### config.mk
export PLATFORM = sky130hd
export DESIGN_NAME = nvm_autoload_ctrl
export DESIGN_NICKNAME = d
export VERILOG_FILES = /design/src/logic/nvm_autoload_pkg.sv /design/src/logic/nvm_rd_if.sv /design/src/logic/nvm_word_reader.sv /design/src/logic/nvm_autoload_ctrl.sv
export SDC_FILE = /design/constraint.sdc
export NUM_CORES = 1
export LEC_CHECK = 0
export BUFFER_PORTS_ARGS = -buffer_cell sky130_fd_sc_hd__buf_2
export CAP_MARGIN = 20
export CORE_MARGIN = 4
export CORE_UTILIZATION = 58
export CTS_CLUSTER_SIZE = 25
export DETAILED_ROUTE_END_ITERATION = 8
export PLACE_DENSITY = 0.85
export SYNTH_ARGS = -nofsm -noshare
export SYNTH_HDL_FRONTEND = slang
export SYNTH_SLANG_ARGS = --single-unit
### constraint.sdc
create_clock -name CORE_CLK_IN -period 3.18 [get_ports CORE_CLK_IN]
set_clock_uncertainty 0.15 [all_clocks]
set_input_delay 0.477 -clock CORE_CLK_IN [delete_from_list [all_inputs] [get_ports CORE_CLK_IN]]
set_output_delay 0.477 -clock CORE_CLK_IN [all_outputs]
set_load 0.01 [all_outputs]
### src/logic/nvm_autoload_pkg.sv
`default_nettype none
// Shared constants of the nonvolatile autoload controller.
package nvm_autoload_pkg;

	// Word addresses in the nonvolatile memory, counted from its start.
	localparam int             NVM_AW    = 7;
	localparam logic [6:0]     W_ADDR0   = 7'h00;
	localparam logic [6:0]     W_ADDR1   = 7'h01;
	localparam logic [6:0]     W_ADDR2   = 7'h02;
	localparam logic [6:0]     W_CTRL1   = 7'h0a;
	localparam logic [6:0]     W_SUBSYS  = 7'h0b;
	localparam logic [6:0]     W_SUBVEN  = 7'h0c;
	localparam logic [6:0]     W_DEVID   = 7'h0d;
	localparam logic [6:0]     W_VENID   = 7'h0e;
	localparam logic [2:0]     LAST_IDX  = 3'h7;

	// Field positions inside control word one.
	localparam int             CW1_GLOBAL_PARITY_ENABLE = 14;
	localparam int             CW1_HOST_FW_BLOCK        = 11;
	localparam int             CW1_PIN_HOLD             = 6;
	localparam int             CW1_PLL_SHUTDOWN         = 4;
	localparam int             CW1_PM_FULL              = 3;
	localparam int             CW1_DMA_CG_DISABLE       = 2;
	localparam int             CW1_LOAD_SUBSYS          = 1;
	localparam int             CW1_LOAD_VEN_DEV         = 0;
	// Control word one as it reads before any load.
	localparam logic [15:0]    CW1_RESET    = 16'h602f;
	// A blank vendor word, which must never reach the host.
	localparam logic [15:0]    VENDOR_BLANK = 16'hffff;

	// Register map on the AXI4-Lite slave.
	localparam int             AXI_AW      = 8;
	localparam logic [7:0]     REG_CTRL    = 8'h00;
	localparam logic [7:0]     REG_STATUS  = 8'h04;
	localparam logic [7:0]     REG_CW1     = 8'h08;
	localparam logic [7:0]     REG_ADDR_LO = 8'h0c;
	localparam logic [7:0]     REG_ADDR_HI = 8'h10;
	localparam logic [7:0]     REG_IDS     = 8'h14;
	localparam logic [7:0]     REG_SUBSYS  = 8'h18;
	localparam int             CTRL_SWRST  = 0;
	localparam int             CW1_REG_PARITY = 16;
	localparam logic [1:0]     RESP_OKAY   = 2'h0;
	localparam logic [1:0]     RESP_SLVERR = 2'h2;

	// Loader sequence states.
	typedef enum logic [1:0] {
		LD_IDLE,
		LD_ISSUE,
		LD_WAIT
	} ld_state_e;

endpackage
`default_nettype wire

### src/logic/nvm_rd_if.sv
`timescale 1ns/1ps
`default_nettype none
// Word read request from the loader to the memory reader.
interface nvm_rd_if;
	import nvm_autoload_pkg::*;
	logic              start;  // One-cycle request for one word.
	logic [NVM_AW-1:0] addr;   // Word address, valid with start.
	logic              done;   // One-cycle pulse, data valid.
	logic [15:0]       data;   // Word read.
	modport requester (output start, output addr, input done, input data);
	modport reader    (input start, input addr, output done, output data);
endinterface
`default_nettype wire

### src/logic/nvm_word_reader.sv
`timescale 1ns/1ps
`default_nettype none
// Holds one read request on the memory pins until the memory answers.
module nvm_word_reader
	import nvm_autoload_pkg::*;
(
	input  wire logic              clk_in,
	input  wire logic              nrst_in,
	nvm_rd_if.reader               rd,
	output logic                   nvm_rd_out,
	output logic [NVM_AW-1:0]      nvm_addr_out,
	input  wire logic [15:0]       nvm_data_in,
	input  wire logic              nvm_valid_in
);

	// All state of the reader.
	typedef struct packed {
		logic              busy;  // Request is on the pins.
		logic [NVM_AW-1:0] addr;  // Address held on the pins.
		logic              done;  // Answer pulse to the loader.
		logic [15:0]       data;  // Captured word.
	} rd_state_s;

	rd_state_s r;
	rd_state_s r_nxt;

	//////////////////////////////////////////////////////////////////////////
	// A new request is taken only while idle; the memory may answer in any
	// later cycle, so no latency is assumed here.
	always_comb begin
		r_nxt      = r;
		r_nxt.done = 1'b0;
		if (!r.busy && rd.start) begin
			r_nxt.busy = 1'b1;
			r_nxt.addr = rd.addr;
		end else if (r.busy && nvm_valid_in) begin
			r_nxt.busy = 1'b0;
			r_nxt.done = 1'b1;
			r_nxt.data = nvm_data_in;
		end
	end

	// State register with synchronous reset.
	always_ff @(posedge clk_in) begin
		if (!nrst_in) begin
			r <= '0;
		end else begin
			r <= r_nxt;
		end
	end

	assign nvm_rd_out   = r.busy;
	assign nvm_addr_out = r.addr;
	assign rd.done      = r.done;
	assign rd.data      = r.data;

endmodule
`default_nettype wire

### src/logic/nvm_autoload_ctrl.sv
`timescale 1ns/1ps
`default_nettype none
module nvm_autoload_ctrl
	import nvm_autoload_pkg::*;
#(
	parameter logic [15:0] DEF_VENDOR_ID = 16'h5a3c,  // Arbitrary value.
	parameter logic [15:0] DEF_DEVICE_ID = 16'h7e21,  // Arbitrary value.
	parameter logic [15:0] DEF_SUBSYS_ID = 16'h0101   // Arbitrary value.
) (
	input  wire logic              CORE_CLK_IN,
	input  wire logic              NRST_IN,
	input  wire logic              LAN_POWER_GOOD_IN,
	input  wire logic              DDOFF_MODE_EN_IN,
	output logic                   NVM_RD_OUT,
	output logic [NVM_AW-1:0]      NVM_ADDR_OUT,
	input  wire logic [15:0]       NVM_DATA_IN,
	input  wire logic              NVM_VALID_IN,
	output logic [47:0]            RX_ADDR0_OUT,
	output logic                   GLOBAL_PARITY_ENABLE_OUT,
	output logic                   HOST_FW_DOWNLOAD_BLOCK_OUT,
	output logic                   PIN_HOLD_IN_DEVICE_OFF_OUT,
	output logic                   PLL_SHUTDOWN_EN_OUT,
	output logic                   PM_REGS_WRITABLE_OUT,
	output logic                   D3_HW_TRANSITION_EN_OUT,
	output logic                   DMA_CG_DISABLE_OUT,
	output logic [15:0]            VENDOR_ID_OUT,
	output logic [15:0]            DEVICE_ID_OUT,
	output logic [15:0]            SUBSYS_ID_OUT,
	output logic [15:0]            SUBSYS_VENDOR_ID_OUT,
	output logic                   CFG_RETRY_OUT,
	input  wire logic [AXI_AW-1:0] AXI_AWADDR_IN,
	input  wire logic              AXI_AWVALID_IN,
	output logic                   AXI_AWREADY_OUT,
	input  wire logic [31:0]       AXI_WDATA_IN,
	input  wire logic [3:0]        AXI_WSTRB_IN,
	input  wire logic              AXI_WVALID_IN,
	output logic                   AXI_WREADY_OUT,
	output logic [1:0]             AXI_BRESP_OUT,
	output logic                   AXI_BVALID_OUT,
	input  wire logic              AXI_BREADY_IN,
	input  wire logic [AXI_AW-1:0] AXI_ARADDR_IN,
	input  wire logic              AXI_ARVALID_IN,
	output logic                   AXI_ARREADY_OUT,
	output logic [31:0]            AXI_RDATA_OUT,
	output logic [1:0]             AXI_RRESP_OUT,
	output logic                   AXI_RVALID_OUT,
	input  wire logic              AXI_RREADY_IN
);

	//////////////////////////////////////////////////////////////////////////
	// All state of the controller in one record.
	typedef struct packed {
		ld_state_e         st;        // Loader sequence state.
		logic [2:0]        idx;       // Position in the word sequence.
		logic              pg;        // Current load follows power-good.
		logic              pend;      // A load is requested.
		logic              pend_pg;   // The requested load is power-good.
		logic              loaded;    // At least one load has finished.
		logic [15:0]       cw1;       // Control word one as loaded.
		logic              parity;    // Global parity enable.
		logic              pin_hold;  // Pin hold, qualified by device-off.
		logic [47:0]       mac;       // Station address, byte 0 lowest.
		logic [15:0]       ven;       // Vendor identifier.
		logic [15:0]       dev;       // Device identifier.
		logic [15:0]       sub;       // Subsystem identifier.
		logic [15:0]       subven;    // Subsystem vendor identifier.
		logic              aw_got;    // Write address taken.
		logic              w_got;     // Write data taken.
		logic [AXI_AW-1:0] awaddr;    // Held write address.
		logic [31:0]       wdata;     // Held write data.
		logic [3:0]        wstrb;     // Held byte enables.
		logic              bvalid;    // Write response pending.
		logic [1:0]        bresp;     // Write response code.
		logic              rvalid;    // Read data pending.
		logic [31:0]       rdata;     // Read data.
		logic [1:0]        rresp;     // Read response code.
	} ctl_state_s;

	ctl_state_s r;
	ctl_state_s r_nxt;
	logic       wr_fire;    // Both write halves held, response free.
	logic       sw_trig;    // Software asks for a reload.
	logic       word_done;  // A word arrived for the loader.

	nvm_rd_if rd ();

	//////////////////////////////////////////////////////////////////////////
	// Sequence position to absolute word address; the loader never uses
	// section-relative offsets, so no base is added.
	function automatic logic [NVM_AW-1:0] word_addr(input logic [2:0] idx);
		unique case (idx)
			3'h0: word_addr = W_ADDR0;
			3'h1: word_addr = W_ADDR1;
			3'h2: word_addr = W_ADDR2;
			3'h3: word_addr = W_CTRL1;
			3'h4: word_addr = W_SUBSYS;
			3'h5: word_addr = W_SUBVEN;
			3'h6: word_addr = W_DEVID;
			3'h7: word_addr = W_VENID;
		endcase
	endfunction

	// True for every byte address that holds a register.
	function automatic logic reg_mapped(input logic [AXI_AW-1:0] a);
		reg_mapped = (a == REG_CTRL) || (a == REG_STATUS) || (a == REG_CW1) ||
			(a == REG_ADDR_LO) || (a == REG_ADDR_HI) || (a == REG_IDS) || (a == REG_SUBSYS);
	endfunction

	//////////////////////////////////////////////////////////////////////////
	// The memory reader owns the pins; the loader only issues words.
	nvm_word_reader u_reader (
		.clk_in       (CORE_CLK_IN),
		.nrst_in      (NRST_IN),
		.rd           (rd),
		.nvm_rd_out   (NVM_RD_OUT),
		.nvm_addr_out (NVM_ADDR_OUT),
		.nvm_data_in  (NVM_DATA_IN),
		.nvm_valid_in (NVM_VALID_IN)
	);

	assign rd.start  = (r.st == LD_ISSUE);
	assign rd.addr   = word_addr(r.idx);
	assign word_done = (r.st == LD_WAIT) && rd.done;
	assign wr_fire   = r.aw_got && r.w_got && !r.bvalid;
	assign sw_trig   = wr_fire && (r.awaddr == REG_CTRL) && r.wstrb[0] &&
		r.wdata[CTRL_SWRST];

	//////////////////////////////////////////////////////////////////////////
	// Next state: loader sequence, then the bus slave, then load requests.
	always_comb begin
		r_nxt = r;
		unique case (r.st)
			// Start a pending load; identifiers fall back to defaults first
			// so that a clear load bit leaves the built-in value.
			LD_IDLE: begin
				if (r.pend) begin
					r_nxt.st      = LD_ISSUE;
					r_nxt.idx     = 3'h0;
					r_nxt.pg      = r.pend_pg;
					r_nxt.pend    = 1'b0;
					r_nxt.pend_pg = 1'b0;
					r_nxt.ven     = DEF_VENDOR_ID;
					r_nxt.dev     = DEF_DEVICE_ID;
					r_nxt.sub     = DEF_SUBSYS_ID;
					r_nxt.subven  = DEF_VENDOR_ID;
				end
			end
			// The reader takes the request in this cycle.
			LD_ISSUE: begin
				r_nxt.st = LD_WAIT;
			end
			// Apply each word as it arrives.
			LD_WAIT: begin
				if (rd.done) begin
					unique case (r.idx)
						3'h0: r_nxt.mac[15:0]  = rd.data;
						3'h1: r_nxt.mac[31:16] = rd.data;
						3'h2: r_nxt.mac[47:32] = rd.data;
						3'h3: begin
							r_nxt.cw1 = rd.data;
							// Parity follows only power-good loads.
							if (r.pg) begin
								r_nxt.parity = rd.data[CW1_GLOBAL_PARITY_ENABLE];
							end
						end
						3'h4: if (r.cw1[CW1_LOAD_SUBSYS]) begin
							r_nxt.sub = rd.data;
						end
						3'h5: if (r.cw1[CW1_LOAD_SUBSYS]) begin
							r_nxt.subven = rd.data;
						end
						3'h6: if (r.cw1[CW1_LOAD_VEN_DEV]) begin
							r_nxt.dev = rd.data;
						end
						// A blank vendor word would hang enumeration.
						3'h7: if (r.cw1[CW1_LOAD_VEN_DEV] && rd.data != VENDOR_BLANK) begin
							r_nxt.ven = rd.data;
						end
					endcase
					if (r.idx == LAST_IDX) begin
						r_nxt.st     = LD_IDLE;
						r_nxt.loaded = 1'b1;
					end else begin
						r_nxt.idx = r.idx + 3'h1;
						r_nxt.st  = LD_ISSUE;
					end
				end
			end
		endcase

		// Pin hold only matters while device-off mode is enabled.
		r_nxt.pin_hold = r.cw1[CW1_PIN_HOLD] && DDOFF_MODE_EN_IN;

		// Write channels are taken in either order and held until answered.
		if (AXI_AWVALID_IN && AXI_AWREADY_OUT) begin
			r_nxt.aw_got = 1'b1;
			r_nxt.awaddr = AXI_AWADDR_IN;
		end
		if (AXI_WVALID_IN && AXI_WREADY_OUT) begin
			r_nxt.w_got = 1'b1;
			r_nxt.wdata = AXI_WDATA_IN;
			r_nxt.wstrb = AXI_WSTRB_IN;
		end
		if (wr_fire) begin
			r_nxt.bvalid = 1'b1;
			r_nxt.bresp  = reg_mapped(r.awaddr) ? RESP_OKAY : RESP_SLVERR;
		end
		if (r.bvalid && AXI_BREADY_IN) begin
			r_nxt.bvalid = 1'b0;
			r_nxt.aw_got = 1'b0;
			r_nxt.w_got  = 1'b0;
		end

		// Reads are answered one cycle after the address is taken.
		if (AXI_ARVALID_IN && AXI_ARREADY_OUT) begin
			r_nxt.rvalid = 1'b1;
			r_nxt.rresp  = reg_mapped(AXI_ARADDR_IN) ? RESP_OKAY : RESP_SLVERR;
			unique case (AXI_ARADDR_IN)
				REG_STATUS:  r_nxt.rdata = {29'h0, r.pg, r.loaded, r.st != LD_IDLE};
				REG_CW1:     r_nxt.rdata = {15'h0, r.parity, r.cw1};
				REG_ADDR_LO: r_nxt.rdata = r.mac[31:0];
				REG_ADDR_HI: r_nxt.rdata = {16'h0, r.mac[47:32]};
				REG_IDS:     r_nxt.rdata = {r.dev, r.ven};
				REG_SUBSYS:  r_nxt.rdata = {r.sub, r.subven};
				default:     r_nxt.rdata = 32'h0;
			endcase
		end else if (r.rvalid && AXI_RREADY_IN) begin
			r_nxt.rvalid = 1'b0;
		end

		// Load requests come last so a request in the cycle that consumes
		// the previous one is kept rather than lost.
		if (LAN_POWER_GOOD_IN) begin
			r_nxt.pend    = 1'b1;
			r_nxt.pend_pg = 1'b1;
		end
		if (sw_trig) begin
			r_nxt.pend = 1'b1;
		end
	end

	//////////////////////////////////////////////////////////////////////////
	// Reset starts a power-up load at once, with defaults in place.
	always_ff @(posedge CORE_CLK_IN) begin
		if (!NRST_IN) begin
			r        <= '0;
			r.st     <= LD_ISSUE;
			r.pg     <= 1'b1;
			r.cw1    <= CW1_RESET;
			r.ven    <= DEF_VENDOR_ID;
			r.dev    <= DEF_DEVICE_ID;
			r.sub    <= DEF_SUBSYS_ID;
			r.subven <= DEF_VENDOR_ID;
		end else begin
			r <= r_nxt;
		end
	end

	//////////////////////////////////////////////////////////////////////////
	// Outputs; all data outputs come straight from the state register.
	assign RX_ADDR0_OUT               = r.mac;
	assign GLOBAL_PARITY_ENABLE_OUT   = r.parity;
	assign HOST_FW_DOWNLOAD_BLOCK_OUT = r.cw1[CW1_HOST_FW_BLOCK];
	assign PIN_HOLD_IN_DEVICE_OFF_OUT = r.pin_hold;
	assign PLL_SHUTDOWN_EN_OUT        = r.cw1[CW1_PLL_SHUTDOWN];
	assign PM_REGS_WRITABLE_OUT       = r.cw1[CW1_PM_FULL];
	assign D3_HW_TRANSITION_EN_OUT    = r.cw1[CW1_PM_FULL];
	assign DMA_CG_DISABLE_OUT         = r.cw1[CW1_DMA_CG_DISABLE];
	assign VENDOR_ID_OUT              = r.ven;
	assign DEVICE_ID_OUT              = r.dev;
	assign SUBSYS_ID_OUT              = r.sub;
	assign SUBSYS_VENDOR_ID_OUT       = r.subven;
	// The host sees retry while a load runs or waits to run.
	assign CFG_RETRY_OUT              = (r.st != LD_IDLE) || r.pend;
	assign AXI_AWREADY_OUT            = !r.aw_got && !r.bvalid;
	assign AXI_WREADY_OUT             = !r.w_got && !r.bvalid;
	assign AXI_BVALID_OUT             = r.bvalid;
	assign AXI_BRESP_OUT              = r.bresp;
	assign AXI_ARREADY_OUT            = !r.rvalid;
	assign AXI_RVALID_OUT             = r.rvalid;
	assign AXI_RDATA_OUT              = r.rdata;
	assign AXI_RRESP_OUT              = r.rresp;
endmodule
`default_nettype wire

==> results.ini <==
[pwr]
p_leak_nw=4.34
powerDensity_mw_per_mm2=658
total_power_mw=6.96
ir_drop_v=0.000525

[synth]
synth.largest_area_cell=dfxtp_1
synth_cell_types=62
netlist_area_mm2=0.00980
avgSynthCellArea_um2=8.53
synth_seq_cells=209
synth-main-ff-cell=dfxtp_1
synth.area.top_cells=dfxtp_1 43%, buf_4 12%, nand2_1 7.7%
synth_top_area_share_pct=42.7
synth_warnings=0
synth_edf_count=0
syn_inst=1149
ys_seq_area_share_pct=42.7
synthArstFlopShare_pct=0

[setup_path]
worst_setup_path_end_kind=output pin
r2r_start=r[221]
worst_ep_arrival_time_ps=2060
cp-start-kind=flip-flop
slowest_stage=and2b_1
crit_top_cell=inv_1
reg2reg_depth=6
path_cells=inv_1 -> ha_1 -> and2b_1 -> inv_1 -> buf_2
crit_type=reg -> out
worstPathRequired_ps=2550
crit_start=r[221]
cp_top_family=simple AND/OR/NAND/NOR gates
critPathBufInv=3
cpPeakStageDelay_ps=540
cp_num_cells=5
crit_fanout=13

[sta]
grt_setup_unrepaired=no
timing_hold_violations_final=0
setup_viol=0
relSlewSlack_pct=47.0
fmax_ghz=0.372
period_needed_ps=2690
finalWorstSetupSlack_ps=491
hold_ws_ps=48.3
tightest_slew_ps=792
fin_crit_sh_pct=84.6
maxSlewViolCount=0
setup_tns_ps=0

[worst_hold_path]
hold_path_startpoint=NVM_DATA_IN[10]
min_path_cells=2
hold_class=in -> reg

[global_routing]
grt-busiest-layer=met2
grt_first_pass_wirelength_um=41700
first_global_vias=7691
track_usage_pct=27.9
grt_start_max_net_pins=49
grt_overflow=0
grt_util_met1_pct=35.9
met2_usage_pct=44.5
grtUsageMet3_pct=6.57
antenna_found_initial=1

[cells_and_area]
multi_input_area_mm2=0.00405
area_growth_pct=7.97
instances_no_fill=1409
diodes=0
regArea_mm2=0.00418
nFillCells=1428
drive_gt1_share_pct=24.8
layout.nets=1264

[cts]
post-cts-setup-buffers=0
clk_pin_slew_worst_paths_ps=60
cts_tree=done
holdBufCountCts=0
cts-resized-gates=0
clk_latency_ps=510
htreeDepth=1
cts_made_buffers=23
clock-sinks=209
cts_buffer_depth=3
cts_root_buffer=clkbuf_16

[run_status]
status=completed

[die]
core_mm2=0.0166
rows=47
chipWidth_um=138
die_y_um=138
ios=247
dieArea_mm2=0.0190
start_util_pct=59.1

[route]
ant_nets=0
drtIter0Drc=916
drc=0
wl_per_cell_um=19.6
drt_pre_antenna_iters=5
vias=8329
routed_wl_um=27600
avgViaCountPerCell=5.91

[job]
drv_cap=0

[place]
port-buffer-count=207
gp_congestion=0.873
place_inst=1370
hpwl_um=18800
pre_cts_ws_ps=494

cell type report:
cell class / instances / share of cell area [%]
inverter: 13 / 0.473
clock inverter: 6 / 0.792
clock buffer: 33 / 6.36
timing repair buffer: 238 / 12.0
multi-input combinational: 690 / 38.2
tap: 220 / 2.60
sequential: 209 / 39.5
worst paths after layout:
| path | to | slack [ps] |
|---|---|---|
| max reg2reg | VENDOR_ID_OUT[3] | 610 |
| min reg2reg | AXI_RDATA_OUT[24] | 290 |
| min | u_reader.rd.data[10] | 50 |
| max | CFG_RETRY_OUT | 490 |
synthesized netlist by cell type, types with 2 or more instances:
master,instances
o2bb2ai_1,9
a211oi_1,3
nor2_2,2
mux2_2,2
nor4_1,2
mux2i_1,29
a2111o_1,4
clkbuf_1,46
o21bai_1,2
o21ai_1,21
nor3_1,10
a22o_1,39
a32oi_1,10
buf_4,157
nor3b_1,9
nand2_1,201
nand3_1,45
nor2b_1,10
nand2b_1,10
o221ai_1,5
buf_2,36
o21ai_0,14
nand3b_1,2
and3_1,5
a31oi_1,3
o22a_1,8
a21oi_1,105
a221oi_1,3
and2_1,6
nor4_4,2
nand4_1,6
nor2_1,44
a2111oi_2,2
dfxtp_1,209
inv_1,13
a22oi_1,29
o211ai_1,11
ha_1,11
power breakdown:
group          internal [mW]  leakage, nW  switching [mW]
clock network           1.62        0.376            1.04
registers               2.78         1.69           0.157
logic                  0.448         2.28           0.911
total                   4.85         4.34            2.11
cells in the final DEF, fill, tap and decap left out, drive strengths merged, types with 3 or more instances in the layout:
| cell | count |
|---|---|
| mux2i | 29 |
| ha | 11 |
| o22a | 8 |
| nand2b | 10 |
| a21oi | 106 |
| a2111oi | 4 |
| a221oi | 3 |
| dfxtp | 209 |
| a31oi | 3 |
| a2111o | 4 |
| o2bb2ai | 9 |
| buf | 238 |
| o221ai | 5 |
| nor3 | 10 |
| and3 | 5 |
| clkbuf | 33 |
| a32oi | 10 |
| clkinv | 4 |
| nor2 | 46 |
| nor4 | 5 |
| a22oi | 29 |
| o21ai | 35 |
| inv | 13 |
| nand2 | 201 |
| nor2b | 11 |
| o211ai | 11 |
| conb | 5 |
| nand3 | 46 |
| nor3b | 9 |
| a211oi | 3 |
| a22o | 39 |
| and2 | 6 |
| nand4 | 6 |
metal layers:
| layer | vias to the layer above | wire length, µm |
|---|---|---|
| met3 | 103 | 2770 |
| met4 | 2 | 1320 |
| li1 | 3868 | - |
| met2 | 483 | 12500 |
| met1 | 3873 | 10900 |
| met5 | - | 13 |
metrics by stage:
stage	utilization, %	area [µm²]
after global placement	59.2	9820
final	63.8	10600
after global routing	63.8	10600
after CTS	63.8	10600
after floorplan	-	9810
after detailed placement	59.2	9820
flip-flops by register name, summed over array words and instances, names as in the netlist:
| register | count |
|---|---|
| AXI_BRESP_OUT | 1 |
| AXI_BVALID_OUT | 1 |
| AXI_RDATA_OUT | 32 |
| AXI_RRESP_OUT | 1 |
| AXI_RVALID_OUT | 1 |
| D3_HW_TRANSITION_EN_OUT | 1 |
| DEVICE_ID_OUT | 16 |
| DMA_CG_DISABLE_OUT | 1 |
| GLOBAL_PARITY_ENABLE_OUT | 1 |
| HOST_FW_DOWNLOAD_BLOCK_OUT | 1 |
| PIN_HOLD_IN_DEVICE_OFF_OUT | 1 |
| PLL_SHUTDOWN_EN_OUT | 1 |
| RX_ADDR0_OUT | 48 |
| SUBSYS_ID_OUT | 16 |
| SUBSYS_VENDOR_ID_OUT | 16 |
| VENDOR_ID_OUT | 16 |
| r | 33 |
| u_reader.nvm_addr_out | 4 |
| u_reader.nvm_rd_out | 1 |
| u_reader.rd.data | 16 |
| u_reader.rd.done | 1 |
cell families (layout without fill, tap and decap cells):
| kind of cell | after synthesis | after routing | synth area share [%] |
|---|---|---|---|
| AND/OR/NAND/NOR | 366 | 366 | 17.3 |
| adder cells (fa/ha/maj) | 11 | 11 | 1.40 |
| multiplexers | 31 | 31 | 3.19 |
| AO/OA/AOI/OAI | 277 | 277 | 19.1 |
| buffers and inverters | 254 | 290 | 16.3 |
| flip-flops | 209 | 209 | 42.7 |
| other | 1 | 5 | 0.0383 |
Note: power is estimated with default switching activity, not from simulation.
